### src/design/bkpt_defs.svh
/*
  Register offsets, field positions, reset values and fixed sizes of the
  breakpoint compare and instruction tagging block.
  Assumes inclusion by bare name from the package and the design module.
*/
`ifndef BKPT_DEFS_SVH
`define BKPT_DEFS_SVH

// register offsets on the byte-wide register port
`define BKPT_OFF_CTRL0        8'h20
`define BKPT_OFF_CTRL1        8'h21
`define BKPT_OFF_ADDR_HIGH    8'h22
`define BKPT_OFF_ADDR_LOW     8'h23
`define BKPT_OFF_SECOND_HIGH  8'h24
`define BKPT_OFF_SECOND_LOW   8'h25
`define BKPT_OFF_STATUS       8'h26

// reset values and writable-bit masks
`define BKPT_RESET_BYTE       8'h00
`define BKPT_CTRL0_WMASK      8'hEC
`define BKPT_CTRL1_WMASK      8'h7F

// control 0 fields
`define BKPT_C0_MODE_MSB      7
`define BKPT_C0_MODE_LSB      6
`define BKPT_C0_PROG_ONLY     5
`define BKPT_C0_BP1_LOW       3
`define BKPT_C0_BP0_LOW       2

// control 1 fields
`define BKPT_C1_SECOND_EN     6
`define BKPT_C1_HIGH_MASK     5
`define BKPT_C1_LOW_MASK      4
`define BKPT_C1_BP1_QUAL      3
`define BKPT_C1_BP1_DIR       2
`define BKPT_C1_BP0_QUAL      1
`define BKPT_C1_BP0_DIR       0

// status fields
`define BKPT_ST_TAG_ACTIVE    0
`define BKPT_ST_PENDING       1
`define BKPT_ST_BP0_HIT       2
`define BKPT_ST_BP1_HIT       3

// pin synchroniser bit order
`define BKPT_PIN_E_CLOCK      2
`define BKPT_PIN_TAG_HIGH     1
`define BKPT_PIN_TAG_LOW      0

// tag pair bit order, and queue size in program words
`define BKPT_TAG_HIGH_BYTE    1
`define BKPT_TAG_LOW_BYTE     0
`define BKPT_QUEUE_DEPTH      3
`define BKPT_RW_READ          1'b1

`endif

### src/design/bkpt_pkg.sv
/*
  Types shared by the breakpoint compare and instruction tagging block.
  Assumes bkpt_defs.svh is on the include path.
*/
`default_nettype none

package bkpt_pkg;
  `include "bkpt_defs.svh"

  typedef enum logic [1:0] {
    BKPT_MODE_OFF        = 2'h0,
    BKPT_MODE_SWI_DUAL   = 2'h1,
    BKPT_MODE_HALT_FULL  = 2'h2,
    BKPT_MODE_HALT_DUAL  = 2'h3
  } bkpt_mode_t;

  typedef enum logic [1:0] {
    BKPT_TAG_IDLE   = 2'b01,
    BKPT_TAG_ACTIVE = 2'b10
  } bkpt_tag_state_t;

  typedef struct packed {
    logic [15:0] addr;
    logic [15:0] data;
    logic        rw;
    logic        prog;
  } bkpt_bus_cycle_t;

  typedef struct packed {
    logic [1:0] halt;
    logic [1:0] swi;
  } bkpt_queue_entry_t;

endpackage : bkpt_pkg

`default_nettype wire

### src/design/bkpt_compare_tag.sv
/*
  Hardware breakpoint comparators, program-fetch tagging and the tag path
  through the instruction queue, with the match and control registers.
  Assumes: one clock I_CLK at 20 MHz; I_RST is the power-on reset; the CPU
  bus cycle, queue and opcode strobes come from logic on I_CLK; the E clock
  and the two tag pins arrive asynchronously and are synchronised here.
*/
`default_nettype none

`include "bkpt_defs.svh"

module bkpt_compare_tag
  import bkpt_pkg::*;
(
  // clock and resets
  input  wire logic            I_CLK,
  input  wire logic            I_RST,
  input  wire logic            I_SYS_RST,
  // register port
  input  wire logic [7:0]      I_ADDR,
  input  wire logic [7:0]      I_WDATA,
  input  wire logic            I_WR,
  input  wire logic            I_RD,
  output logic      [7:0]      O_RDATA,
  // cpu bus cycle under watch
  input  wire logic            I_BUS_VALID,
  input  wire bkpt_bus_cycle_t I_BUS,
  // instruction queue and cpu state
  input  wire logic            I_QUEUE_LOAD,
  input  wire logic            I_QUEUE_ADV,
  input  wire logic            I_QUEUE_FLUSH,
  input  wire logic            I_OPCODE_START,
  input  wire logic            I_OPCODE_ODD,
  input  wire logic            I_HALT_ACTIVE,
  input  wire logic            I_TAG_START_COMMAND,
  // asynchronous pins
  input  wire logic            I_E_BUS_CLOCK,
  input  wire logic            I_DEBUG_WIRE_PIN,
  input  wire logic            I_TAG_LOW_INPUT,
  // low byte strobe pin drive
  input  wire logic            I_LOW_BYTE_STROBE,
  input  wire logic            I_STROBE_WINDOW,
  output logic                 O_LOW_BYTE_STROBE_OUT,
  output logic                 O_LOW_BYTE_STROBE_OE,
  // requests to the cpu and debug logic
  output logic                 O_BREAK_MATCH,
  output logic                 O_DEBUG_HALT_REQ,
  output logic                 O_SWI_REQ,
  output logic                 O_TAG_ACTIVE
);

  // registers
  logic [7:0]             ctrl0_reg;
  logic [7:0]             ctrl1_reg;
  logic [7:0]             break_addr_high_reg;
  logic [7:0]             break_addr_low_reg;
  logic [7:0]             break_second_high_reg;
  logic [7:0]             break_second_low_reg;
  logic [1:0]             hit_sticky_reg;
  logic [1:0]             hit_sticky_next;
  logic [7:0]             rdata_reg;
  logic [7:0]             rdata_next;

  // pin synchroniser
  logic [2:0]             pin_sync1_reg;
  logic [2:0]             pin_sync2_reg;
  logic [2:0]             pin_sync3_reg;
  logic [2:0]             pin_state_reg;
  logic [2:0]             pin_state_next;
  logic                   e_fall;

  // tagging
  bkpt_tag_state_t        tag_state_reg;
  bkpt_tag_state_t        tag_state_next;
  logic                   tag_active;
  logic [1:0]             pin_tag_reg;
  logic [1:0]             pin_tag_next;
  logic [1:0]             prog_halt_tag_reg;
  logic [1:0]             prog_swi_tag_reg;
  logic [1:0]             prog_halt_tag_next;
  logic [1:0]             prog_swi_tag_next;

  // queue
  bkpt_queue_entry_t      queue_reg  [`BKPT_QUEUE_DEPTH];
  bkpt_queue_entry_t      queue_next [`BKPT_QUEUE_DEPTH];
  logic [1:0]             count_reg;
  logic [1:0]             count_next;
  bkpt_queue_entry_t      push_entry;

  // comparators
  bkpt_mode_t             mode;
  logic                   prog_only;
  logic                   bp0_addr_hit;
  logic                   bp1_addr_hit;
  logic                   data_ok;
  logic                   dir0_ok;
  logic                   dir1_ok;
  logic                   hit0;
  logic                   hit1;
  logic                   immediate_hit;
  logic [1:0]             fetch_byte;

  // requests
  logic                   pending_reg;
  logic                   pending_next;
  logic                   head_halt;
  logic                   head_swi;
  logic                   break_match_reg;
  logic                   halt_req_reg;
  logic                   swi_req_reg;
  logic                   strobe_out_reg;
  logic                   strobe_oe_reg;

  function automatic logic byte_eq(input logic [7:0] a, input logic [7:0] b);
    return a == b;
  endfunction : byte_eq

  function automatic logic dir_ok(input logic qualify, input logic value, input logic rw);
    return !qualify || (value == rw);
  endfunction : dir_ok

  function automatic logic agreed(input logic s2, input logic s3, input logic held);
    return (s2 == s3) ? s3 : held;
  endfunction : agreed

  // register writes: control registers follow every reset
  always_ff @(posedge I_CLK or posedge I_RST) begin
    if (I_RST) begin
      ctrl0_reg <= `BKPT_RESET_BYTE;
      ctrl1_reg <= `BKPT_RESET_BYTE;
    end else if (I_SYS_RST) begin
      ctrl0_reg <= `BKPT_RESET_BYTE;
      ctrl1_reg <= `BKPT_RESET_BYTE;
    end else if (I_WR) begin
      if (I_ADDR == `BKPT_OFF_CTRL0) begin
        ctrl0_reg <= I_WDATA & `BKPT_CTRL0_WMASK;
      end
      if (I_ADDR == `BKPT_OFF_CTRL1) begin
        ctrl1_reg <= I_WDATA & `BKPT_CTRL1_WMASK;
      end
    end
  end

  // match registers: only the power-on reset clears them
  always_ff @(posedge I_CLK or posedge I_RST) begin
    if (I_RST) begin
      break_addr_high_reg   <= `BKPT_RESET_BYTE;
      break_addr_low_reg    <= `BKPT_RESET_BYTE;
      break_second_high_reg <= `BKPT_RESET_BYTE;
      break_second_low_reg  <= `BKPT_RESET_BYTE;
    end else if (I_WR) begin
      unique case (I_ADDR)
        `BKPT_OFF_ADDR_HIGH:   break_addr_high_reg   <= I_WDATA;
        `BKPT_OFF_ADDR_LOW:    break_addr_low_reg    <= I_WDATA;
        `BKPT_OFF_SECOND_HIGH: break_second_high_reg <= I_WDATA;
        `BKPT_OFF_SECOND_LOW:  break_second_low_reg  <= I_WDATA;
        default: ;
      endcase
    end
  end

  // read data stand only in the cycle after the read strobe
  always_comb begin
    rdata_next = `BKPT_RESET_BYTE;
    if (I_RD) begin
      unique case (I_ADDR)
        `BKPT_OFF_CTRL0:       rdata_next = ctrl0_reg;
        `BKPT_OFF_CTRL1:       rdata_next = ctrl1_reg;
        `BKPT_OFF_ADDR_HIGH:   rdata_next = break_addr_high_reg;
        `BKPT_OFF_ADDR_LOW:    rdata_next = break_addr_low_reg;
        `BKPT_OFF_SECOND_HIGH: rdata_next = break_second_high_reg;
        `BKPT_OFF_SECOND_LOW:  rdata_next = break_second_low_reg;
        `BKPT_OFF_STATUS: begin
          rdata_next[`BKPT_ST_TAG_ACTIVE] = tag_active;
          rdata_next[`BKPT_ST_PENDING]    = pending_reg;
          rdata_next[`BKPT_ST_BP0_HIT]    = hit_sticky_reg[0];
          rdata_next[`BKPT_ST_BP1_HIT]    = hit_sticky_reg[1];
        end
        default: rdata_next = `BKPT_RESET_BYTE;
      endcase
    end
  end

  always_ff @(posedge I_CLK or posedge I_RST) begin
    if (I_RST) begin
      rdata_reg <= `BKPT_RESET_BYTE;
    end else begin
      rdata_reg <= rdata_next;
    end
  end

  // sticky hit flags: writing one clears, a new hit wins
  always_comb begin
    hit_sticky_next = hit_sticky_reg;
    if (I_WR && I_ADDR == `BKPT_OFF_STATUS) begin
      hit_sticky_next[0] = hit_sticky_reg[0] & ~I_WDATA[`BKPT_ST_BP0_HIT];
      hit_sticky_next[1] = hit_sticky_reg[1] & ~I_WDATA[`BKPT_ST_BP1_HIT];
    end
    hit_sticky_next = hit_sticky_next | {hit1, hit0};
  end

  always_ff @(posedge I_CLK or posedge I_RST) begin
    if (I_RST) begin
      hit_sticky_reg <= 2'h0;
    end else if (I_SYS_RST) begin
      hit_sticky_reg <= 2'h0;
    end else begin
      hit_sticky_reg <= hit_sticky_next;
    end
  end

  // three-stage pin synchroniser; a level counts once stages two and three agree
  always_ff @(posedge I_CLK or posedge I_RST) begin
    if (I_RST) begin
      pin_sync1_reg <= 3'h7;
      pin_sync2_reg <= 3'h7;
      pin_sync3_reg <= 3'h7;
      pin_state_reg <= 3'h7;
    end else begin
      pin_sync1_reg <= {I_E_BUS_CLOCK, I_DEBUG_WIRE_PIN, I_TAG_LOW_INPUT};
      pin_sync2_reg <= pin_sync1_reg;
      pin_sync3_reg <= pin_sync2_reg;
      pin_state_reg <= pin_state_next;
    end
  end

  always_comb begin
    for (int i = 0; i < 3; i++) begin
      pin_state_next[i] = agreed(pin_sync2_reg[i], pin_sync3_reg[i], pin_state_reg[i]);
    end
  end

  assign e_fall = pin_state_reg[`BKPT_PIN_E_CLOCK] & ~pin_state_next[`BKPT_PIN_E_CLOCK];

  // tag enable: started by the command, stopped by the halt state
  always_comb begin
    tag_state_next = tag_state_reg;
    unique case (tag_state_reg)
      BKPT_TAG_IDLE: begin
        if (I_TAG_START_COMMAND && !I_HALT_ACTIVE) begin
          tag_state_next = BKPT_TAG_ACTIVE;
        end
      end
      BKPT_TAG_ACTIVE: begin
        if (I_HALT_ACTIVE) begin
          tag_state_next = BKPT_TAG_IDLE;
        end
      end
      default: tag_state_next = BKPT_TAG_IDLE;
    endcase
  end

  always_ff @(posedge I_CLK or posedge I_RST) begin
    if (I_RST) begin
      tag_state_reg <= BKPT_TAG_IDLE;
    end else if (I_SYS_RST) begin
      tag_state_reg <= BKPT_TAG_IDLE;
    end else begin
      tag_state_reg <= tag_state_next;
    end
  end

  assign tag_active = (tag_state_reg == BKPT_TAG_ACTIVE);

  // pin tags caught at the E fall, held until the word enters the queue
  always_comb begin
    pin_tag_next = I_QUEUE_LOAD ? 2'h0 : pin_tag_reg;
    if (e_fall && tag_active) begin
      pin_tag_next[`BKPT_TAG_HIGH_BYTE] = pin_tag_next[`BKPT_TAG_HIGH_BYTE] |
                                          ~pin_state_next[`BKPT_PIN_TAG_HIGH];
      pin_tag_next[`BKPT_TAG_LOW_BYTE]  = pin_tag_next[`BKPT_TAG_LOW_BYTE] |
                                          ~pin_state_next[`BKPT_PIN_TAG_LOW];
    end
  end

  always_ff @(posedge I_CLK or posedge I_RST) begin
    if (I_RST) begin
      pin_tag_reg <= 2'h0;
    end else if (I_SYS_RST) begin
      pin_tag_reg <= 2'h0;
    end else begin
      pin_tag_reg <= pin_tag_next;
    end
  end

  // breakpoint comparators
  assign mode      = bkpt_mode_t'(ctrl0_reg[`BKPT_C0_MODE_MSB:`BKPT_C0_MODE_LSB]);
  assign prog_only = ctrl0_reg[`BKPT_C0_PROG_ONLY] || (mode == BKPT_MODE_SWI_DUAL);

  assign bp0_addr_hit = byte_eq(I_BUS.addr[15:8], break_addr_high_reg) &&
                        (!ctrl0_reg[`BKPT_C0_BP0_LOW] ||
                         byte_eq(I_BUS.addr[7:0], break_addr_low_reg));

  assign bp1_addr_hit = ctrl1_reg[`BKPT_C1_SECOND_EN] &&
                        byte_eq(I_BUS.addr[15:8], break_second_high_reg) &&
                        (!ctrl0_reg[`BKPT_C0_BP1_LOW] ||
                         byte_eq(I_BUS.addr[7:0], break_second_low_reg));

  assign data_ok = !ctrl1_reg[`BKPT_C1_SECOND_EN] ||
                   ((ctrl1_reg[`BKPT_C1_HIGH_MASK] ||
                     byte_eq(I_BUS.data[15:8], break_second_high_reg)) &&
                    (ctrl1_reg[`BKPT_C1_LOW_MASK] ||
                     byte_eq(I_BUS.data[7:0], break_second_low_reg)));

  assign dir0_ok = dir_ok(ctrl1_reg[`BKPT_C1_BP0_QUAL], ctrl1_reg[`BKPT_C1_BP0_DIR], I_BUS.rw);
  assign dir1_ok = dir_ok(ctrl1_reg[`BKPT_C1_BP1_QUAL], ctrl1_reg[`BKPT_C1_BP1_DIR], I_BUS.rw);

  always_comb begin
    hit0 = 1'b0;
    hit1 = 1'b0;
    if (I_BUS_VALID && !I_HALT_ACTIVE && (!prog_only || I_BUS.prog)) begin
      unique case (mode)
        BKPT_MODE_OFF: begin
          hit0 = 1'b0;
          hit1 = 1'b0;
        end
        BKPT_MODE_SWI_DUAL: begin
          hit0 = bp0_addr_hit;
          hit1 = bp1_addr_hit;
        end
        BKPT_MODE_HALT_FULL: begin
          hit0 = bp0_addr_hit && (prog_only || (data_ok && dir0_ok));
        end
        BKPT_MODE_HALT_DUAL: begin
          hit0 = bp0_addr_hit && (prog_only || dir0_ok);
          hit1 = bp1_addr_hit && (prog_only || dir1_ok);
        end
      endcase
    end
  end

  assign immediate_hit = (hit0 || hit1) && !prog_only;
  assign fetch_byte    = I_BUS.addr[0] ? 2'b01 : 2'b10;

  // program breakpoints become tags on the fetched byte
  always_comb begin
    prog_halt_tag_next = I_QUEUE_LOAD ? 2'h0 : prog_halt_tag_reg;
    prog_swi_tag_next  = I_QUEUE_LOAD ? 2'h0 : prog_swi_tag_reg;
    if ((hit0 || hit1) && prog_only) begin
      if (mode == BKPT_MODE_SWI_DUAL) begin
        prog_swi_tag_next = prog_swi_tag_next | fetch_byte;
      end else begin
        prog_halt_tag_next = prog_halt_tag_next | fetch_byte;
      end
    end
  end

  always_ff @(posedge I_CLK or posedge I_RST) begin
    if (I_RST) begin
      prog_halt_tag_reg <= 2'h0;
      prog_swi_tag_reg  <= 2'h0;
    end else if (I_SYS_RST) begin
      prog_halt_tag_reg <= 2'h0;
      prog_swi_tag_reg  <= 2'h0;
    end else begin
      prog_halt_tag_reg <= prog_halt_tag_next;
      prog_swi_tag_reg  <= prog_swi_tag_next;
    end
  end

  // instruction queue of tag marks, one entry per program word
  assign push_entry.halt = pin_tag_reg | prog_halt_tag_reg;
  assign push_entry.swi  = prog_swi_tag_reg;

  always_comb begin
    count_next = count_reg;
    for (int i = 0; i < `BKPT_QUEUE_DEPTH; i++) begin
      queue_next[i] = queue_reg[i];
    end
    if (I_QUEUE_ADV && count_reg != 2'h0) begin
      for (int i = 0; i < `BKPT_QUEUE_DEPTH - 1; i++) begin
        queue_next[i] = queue_reg[i + 1];
      end
      queue_next[`BKPT_QUEUE_DEPTH - 1] = '0;
      count_next = count_reg - 2'h1;
    end
    if (I_QUEUE_LOAD && count_next < 2'(`BKPT_QUEUE_DEPTH)) begin
      queue_next[count_next] = push_entry;
      count_next = count_next + 2'h1;
    end
  end

  always_ff @(posedge I_CLK or posedge I_RST) begin
    if (I_RST) begin
      count_reg <= 2'h0;
      for (int i = 0; i < `BKPT_QUEUE_DEPTH; i++) begin
        queue_reg[i] <= '0;
      end
    end else if (I_SYS_RST || I_QUEUE_FLUSH) begin
      count_reg <= 2'h0;
      for (int i = 0; i < `BKPT_QUEUE_DEPTH; i++) begin
        queue_reg[i] <= '0;
      end
    end else begin
      count_reg <= count_next;
      for (int i = 0; i < `BKPT_QUEUE_DEPTH; i++) begin
        queue_reg[i] <= queue_next[i];
      end
    end
  end

  // head of queue: the opcode byte picks the high or low mark
  assign head_halt = (count_reg != 2'h0) &&
                     queue_reg[0].halt[I_OPCODE_ODD ? `BKPT_TAG_LOW_BYTE : `BKPT_TAG_HIGH_BYTE];
  assign head_swi  = (count_reg != 2'h0) &&
                     queue_reg[0].swi[I_OPCODE_ODD ? `BKPT_TAG_LOW_BYTE : `BKPT_TAG_HIGH_BYTE];

  // immediate break waits for the next instruction boundary; a new hit wins
  always_comb begin
    pending_next = pending_reg;
    if (I_OPCODE_START || I_HALT_ACTIVE) begin
      pending_next = 1'b0;
    end
    if (immediate_hit) begin
      pending_next = 1'b1;
    end
  end

  always_ff @(posedge I_CLK or posedge I_RST) begin
    if (I_RST) begin
      pending_reg <= 1'b0;
    end else if (I_SYS_RST) begin
      pending_reg <= 1'b0;
    end else begin
      pending_reg <= pending_next;
    end
  end

  // requests to the cpu, one-cycle pulses
  always_ff @(posedge I_CLK or posedge I_RST) begin
    if (I_RST) begin
      break_match_reg <= 1'b0;
      halt_req_reg    <= 1'b0;
      swi_req_reg     <= 1'b0;
    end else if (I_SYS_RST) begin
      break_match_reg <= 1'b0;
      halt_req_reg    <= 1'b0;
      swi_req_reg     <= 1'b0;
    end else begin
      break_match_reg <= hit0 || hit1;
      halt_req_reg    <= I_OPCODE_START && !I_HALT_ACTIVE && (head_halt || pending_reg);
      swi_req_reg     <= I_OPCODE_START && !I_HALT_ACTIVE && !head_halt && !pending_reg && head_swi;
    end
  end

  // shared low tag pin: strobe driven only inside its window while tagging
  always_ff @(posedge I_CLK or posedge I_RST) begin
    if (I_RST) begin
      strobe_out_reg <= 1'b0;
      strobe_oe_reg  <= 1'b0;
    end else begin
      strobe_out_reg <= I_LOW_BYTE_STROBE;
      strobe_oe_reg  <= !tag_active || I_STROBE_WINDOW;
    end
  end

  assign O_RDATA               = rdata_reg;
  assign O_BREAK_MATCH         = break_match_reg;
  assign O_DEBUG_HALT_REQ      = halt_req_reg;
  assign O_SWI_REQ             = swi_req_reg;
  assign O_TAG_ACTIVE          = tag_active;
  assign O_LOW_BYTE_STROBE_OUT = strobe_out_reg;
  assign O_LOW_BYTE_STROBE_OE  = strobe_oe_reg;

endmodule : bkpt_compare_tag

`default_nettype wire

### config.mk
export PLATFORM = sky130hd
export DESIGN_NAME = bkpt_compare_tag
export DESIGN_NICKNAME = d
export VERILOG_FILES = /design/src/design/bkpt_pkg.sv /design/src/design/bkpt_compare_tag.sv
export VERILOG_INCLUDE_DIRS = /design/src /design/src/design
export SDC_FILE = /design/constraint.sdc
export NUM_CORES = 1
export LEC_CHECK = 0
export BUFFER_PORTS_ARGS = -buffer_cell sky130_fd_sc_hd__buf_2
export CAP_MARGIN = 20
export CORE_MARGIN = 5
export CORE_UTILIZATION = 50
export CTS_CLUSTER_DIAMETER = 40
export DETAILED_ROUTE_END_ITERATION = 16
export HOLD_SLACK_MARGIN = 0.1
export PLACE_DENSITY = 0.74
export SLEW_MARGIN = 20
export SYNTH_ARGS = -nofsm -noshare
export SYNTH_HDL_FRONTEND = slang
export SYNTH_SLANG_ARGS = --single-unit
### constraint.sdc
create_clock -name I_CLK -period 3.15 [get_ports I_CLK]
set_input_delay 0.63 -clock I_CLK [delete_from_list [all_inputs] [get_ports I_CLK]]
set_output_delay 0.63 -clock I_CLK [all_outputs]
set_load 0.01 [all_outputs]
# After elaboration in Yosys (flattened, before gate mapping)

Index checks and enable logic that the tools add are counted.

Output and inout port bits: 14
Flip-flop bits (word level): 98
Bits of input ports: 68
Logic and storage cells: 196

Equal/unequal tests: 25
$lt $le $gt $ge: 4
Reductions and logical operators: 65
Multiplexer cells: 56
Add/subtract/negate cells: 2
Bitwise gates (word level): 15

Operators by type and width:

| operator                                                         | count |
|---|---|
| 8-bit by 6-bit == test with 1-bit output (second input constant) | 7 |
| 8-bit two-way mux                                                | 7 |
| 8-bit == test                                                    | 6 |
| 2-bit two-way mux                                                | 20 |
| 12-bit two-way mux                                               | 3 |
| 4-bit case mux with 7 select lines                               | 1 |
| 1-bit logical AND                                                | 25 |
| 4-bit case mux with 6 select lines                               | 1 |
| 1-bit two-way mux                                                | 18 |
| 1-bit logical OR                                                 | 17 |
| 2-bit AND reduction                                              | 7 |
| 12-bit bitwise mux                                               | 1 |
| 1-bit zero test                                                  | 10 |
| 4-bit demux with 2-bit select                                    | 1 |
| 2-bit bitwise OR                                                 | 4 |
| 2-bit nonzero test                                               | 4 |
| 2-bit == test (second input constant)                            | 3 |
| 3-bit inequality test (second input constant)                    | 2 |
| 1-bit == test                                                    | 5 |
| 1-bit inverter                                                   | 5 |
| 2-bit by 1-bit == test with 1-bit output (second input constant) | 2 |
| 4-bit two-way mux                                                | 1 |
| 1-bit case mux with 4 select lines                               | 1 |
| 2-bit case mux with 2 select lines                               | 1 |
| 12 further kinds                                                 | 15 |

# Depth between registers and ports, before layout

Depth in word-level cells: 13
Gate-level depth with buffers: 11
Gate-level depth less buffers: 10

# Least setup slack after synthesis

Ideal clock, no wire load.

Kind: register to register
From: reg count_reg[0]
To: reg queue_reg[10] in the netlist's numbering
Setup slack: 870 ps
Period minus slack after synthesis: 2280 ps
Setup time: 138 ps
Stages on the path, launching flop included: 12
Data required time: 3012 ps
Path buffers: 1
Arrival: 2142 ps
Path through: dfrtp_1 > inv_1 > ha_1 > nand2b_1 > clkbuf_1 > nand2_1 > o21ai_0 > ha_1 > nor2_1 > nand2_1 > nor3_1 > a211oi_1

Cells in the longest elaborated chain, start to end: 11
Elaborated cells on any way between the ends: 16
Classes of those cells: add/sub: 1; order compare: 3; mux: 7; bitwise: 1; reduce/logical: 4

Ends and longest elaborated chain:

| item                                                        | line                    | source |
|---|---|---|
| start: declaration                                          | bkpt_compare_tag.sv:86  | `logic [1:0] count_reg;` |
| start signal: assignment                                    | bkpt_compare_tag.sv:395 | `count_reg <= count_next;` |
| branches (longest 9 deep; another with 3-bit >= comparator) | n/a                     |  |
| 12-bit two-way mux (*)                                      | bkpt_compare_tag.sv:377 | `` if (I_QUEUE_LOAD && count_next < 2'(`BKPT_QUEUE_DEPTH)) begin `` |
| 12-bit two-way mux (*)                                      | bkpt_compare_tag.sv:389 | `end else if (I_SYS_RST \|\| I_QUEUE_FLUSH) begin` |
| end signal: indexed assignment                              | bkpt_compare_tag.sv:397 | `queue_reg[i] <= queue_next[i];` |
| end: declaration                                            | bkpt_compare_tag.sv:84  | `` bkpt_queue_entry_t queue_reg [`BKPT_QUEUE_DEPTH]; `` |

Mark *: on every way between the ends.
A chain may end at the register's enable or synchronous reset.

# Worst setup path in the final report

From: reg count_reg[0]
To: reg queue_reg[11] in the netlist's numbering

The elaborated chain is that of the path after synthesis.

==> flow_summary.yaml <==
synthesis:
  netlist.top_cell.by_area: "dfrtp_1"
  synth_fp_nets: 506
  synth_edf_count: 0
  synth.cell_area_sq_um: 4770
  synth_ff_type: "dfrtp_1"
  ys_types: 55
  synth_area_leaders: "dfrtp_1 (43%), mux2_2 (7.6%), dfstp_2 (7.2%), xor2_1 (5.5%), xnor2_1 (4.0%)"
  yosysWarnings: 0
  async_flop_share_pct: 100
  syn_avg_cell_area_sq_um: 11.0
  yosysTopAreaCellShare_pct: 42.5
  yosysSeqAreaShare_pct: 49.7
  syn_inst: 433
  ys_ff_latch: 94
cts:
  root_buffer: "clkbuf_8"
  h-tree-depth: 3
  holdBufCountCts: 0
  clock_sink_count: 94
  cts-resized-gates: 0
  postCtsSetupBuffers: 0
  cts_buffers: 9
  clockBufferDepth: 2
  clkTransAtPathRegs_ps: 100
  cts_tree: "built"
  insertion_delay_ps: 360
worst_setup_path:
  cp_slowest_cell: "nor2_1"
  end_kind: "register"
  worstPathRequired_ps: 3390
  critical_path.max_fanout: 9
  cp.arrival_ps: 2920
  cp-start-kind: "register"
  path_class: "reg2reg"
  cp_cell_sequence: "inv_1 > ha_1 > nand2b_1 > nand2_1 > o21ai_0 > ha_1 > nor2_1 > nand2_1 > nor3_1 > a211oi_1"
  critPathMaxStageDelay_ps: 490
timing:
  relSlewSlack_pct: 51.8
  finalSetupViolCount: 0
  slew_viol_final: 0
  final_hold_viol_count: 0
  fmax_mhz: 374
  finalCriticalPeriod_ps: 2670
  worstMarginPinSlew_ps: 717
  finalSetupTns_ps: 0
  whs_ps: 340
  min_period_over_period_pct: 84.9
  finClkSkew_ps: 12.1
  rsz0062_at_grt: "no"
floorplan:
  start_util_pct: 51.3
  pin_count: 82
  dieWidth_microns: 108
  die-area_sq_um: 11600
  rows: 35
  die_height_microns: 108
  fp.coreArea_sq_um: 9280
route:
  drt_iter0_drc: 324
  viasPerCell: 5.86
  vias: 3844
  drtAntennaViolNets: 0
  drc_errors: 0
  routedWlPerCell_microns: 19.5
  drt_pass1_iterations: 6
  wirelength_microns: 12800
grt:
  grt_overflow: 0
  antenna_found_initial: 0
  grt_pass1_vias: 3905
  grt.total_usage_pct: 22.7
  grt_pass1_wl_microns: 20300
  grt_max_degree: 57
finish:
  num_antenna_cells: 0
  areaGrowthSynthToFinish_pct: 15.9
  drive_gt1_share_pct: 31.1
  largest_reg_flops: 12
  final_cell_mix: "dfrtp_1 (81), buf_2 (81), nand2_1 (34), mux2_2 (32)"
  fin_nets: 595
power_and_ir_drop:
  peakVddDrop_uv: 259
  power_density_nw_per_um2: 420
  leakagePower_nw: 2.52
place:
  dp_hpwl_microns: 9880
  gp_congestion: 0.985
  io_buffers: 81
min_path:
  hold_path.class: "in2async"
status:
  status: "complete, no violations"
run:
  maxCapViolations: 0
[cells by family (layout without fill, tap and decap cells)]
group	Yosys count	in the layout	share of synthesized area, %
buf+inv	18	112	1.84
fa+ha+maj	8	8	1.94
flops	94	94	49.7
compound gates	81	81	11.6
xor+xnor	52	52	9.56
simple gates	137	137	15.5
mux	43	43	9.87
[report_power, final]
part	switching (mW)	internal (mW)
logic	0.166	0.119
registers	0.0383	1.25
clock network	0.429	0.314
total	0.633	1.69
[final cells by class]
class,instances,area (sq um)
clock buffers,12,145
clock inverters,4,31.3
fillers,822,3760
inverters,7,27.5
multi-input cells,321,2310
flip-flops and latches,94,2370
well taps,129,161
repair buffers,89,478
[per-stage QoR]
step	std cells	instance area (sq um)	total power, mW	setup slack [ps]	util [%]
5_1_grt	656	5520	2.41	168	59.5
6_report	656	5520	2.32	476	59.5
3_5_place_dp	640	5350	1.60	550	57.6
4_1_cts	656	5520	2.33	522	59.5
2_1_floorplan	433	4770	1.47	92.8	-
3_3_place_gp	640	5350	1.59	687	57.6
[Yosys cell counts (all sizes together), types with 6 or more instances]
cell type / instances
clkbuf: 6
nand3: 26
mux2: 32
nor3: 7
xnor2: 22
nand2: 37
a21oi: 30
a222oi: 10
inv: 7
nor2: 29
a211oi: 11
a22oi: 8
dfrtp: 81
nor4: 12
xor2: 30
mux2i: 11
dfstp: 13
[layer usage]
metal	up-vias	GRT usage [%]	wire, microns
li1	1755	-	-
met1	1869	32.6	5650
met2	197	33.9	5840
met3	23	4.74	1040
met4	0	8.66	278
met5	-	0	0
[final timing paths]
path / end / slack [ps] / from / cells after the start
min in group I_CLK: pin_sync2_reg[0] / 350 / pin_sync1_reg[0] / 0
hold reg to reg: pin_sync2_reg[0] / 350 / pin_sync1_reg[0] / 0
setup reg to reg: queue_reg[11] / 480 / count_reg[0] / 10
max in group asynchronous: O_RDATA[5] / 2110 / I_RST / 3
setup / recovery: queue_reg[11] / 480 / count_reg[0] / 10
hold / removal: pin_tag_reg[0] / 340 / I_RST / 2
[worst max-delay path, delay by kind of cell, from the launching register on]
kind            cells  cell delay (ps)
simple gates        5             1370
fa+ha+maj           2              470
flops               1              380
compound gates      2              270
buf+inv             1               50
Note: power is estimated with default switching activity, not from simulation.
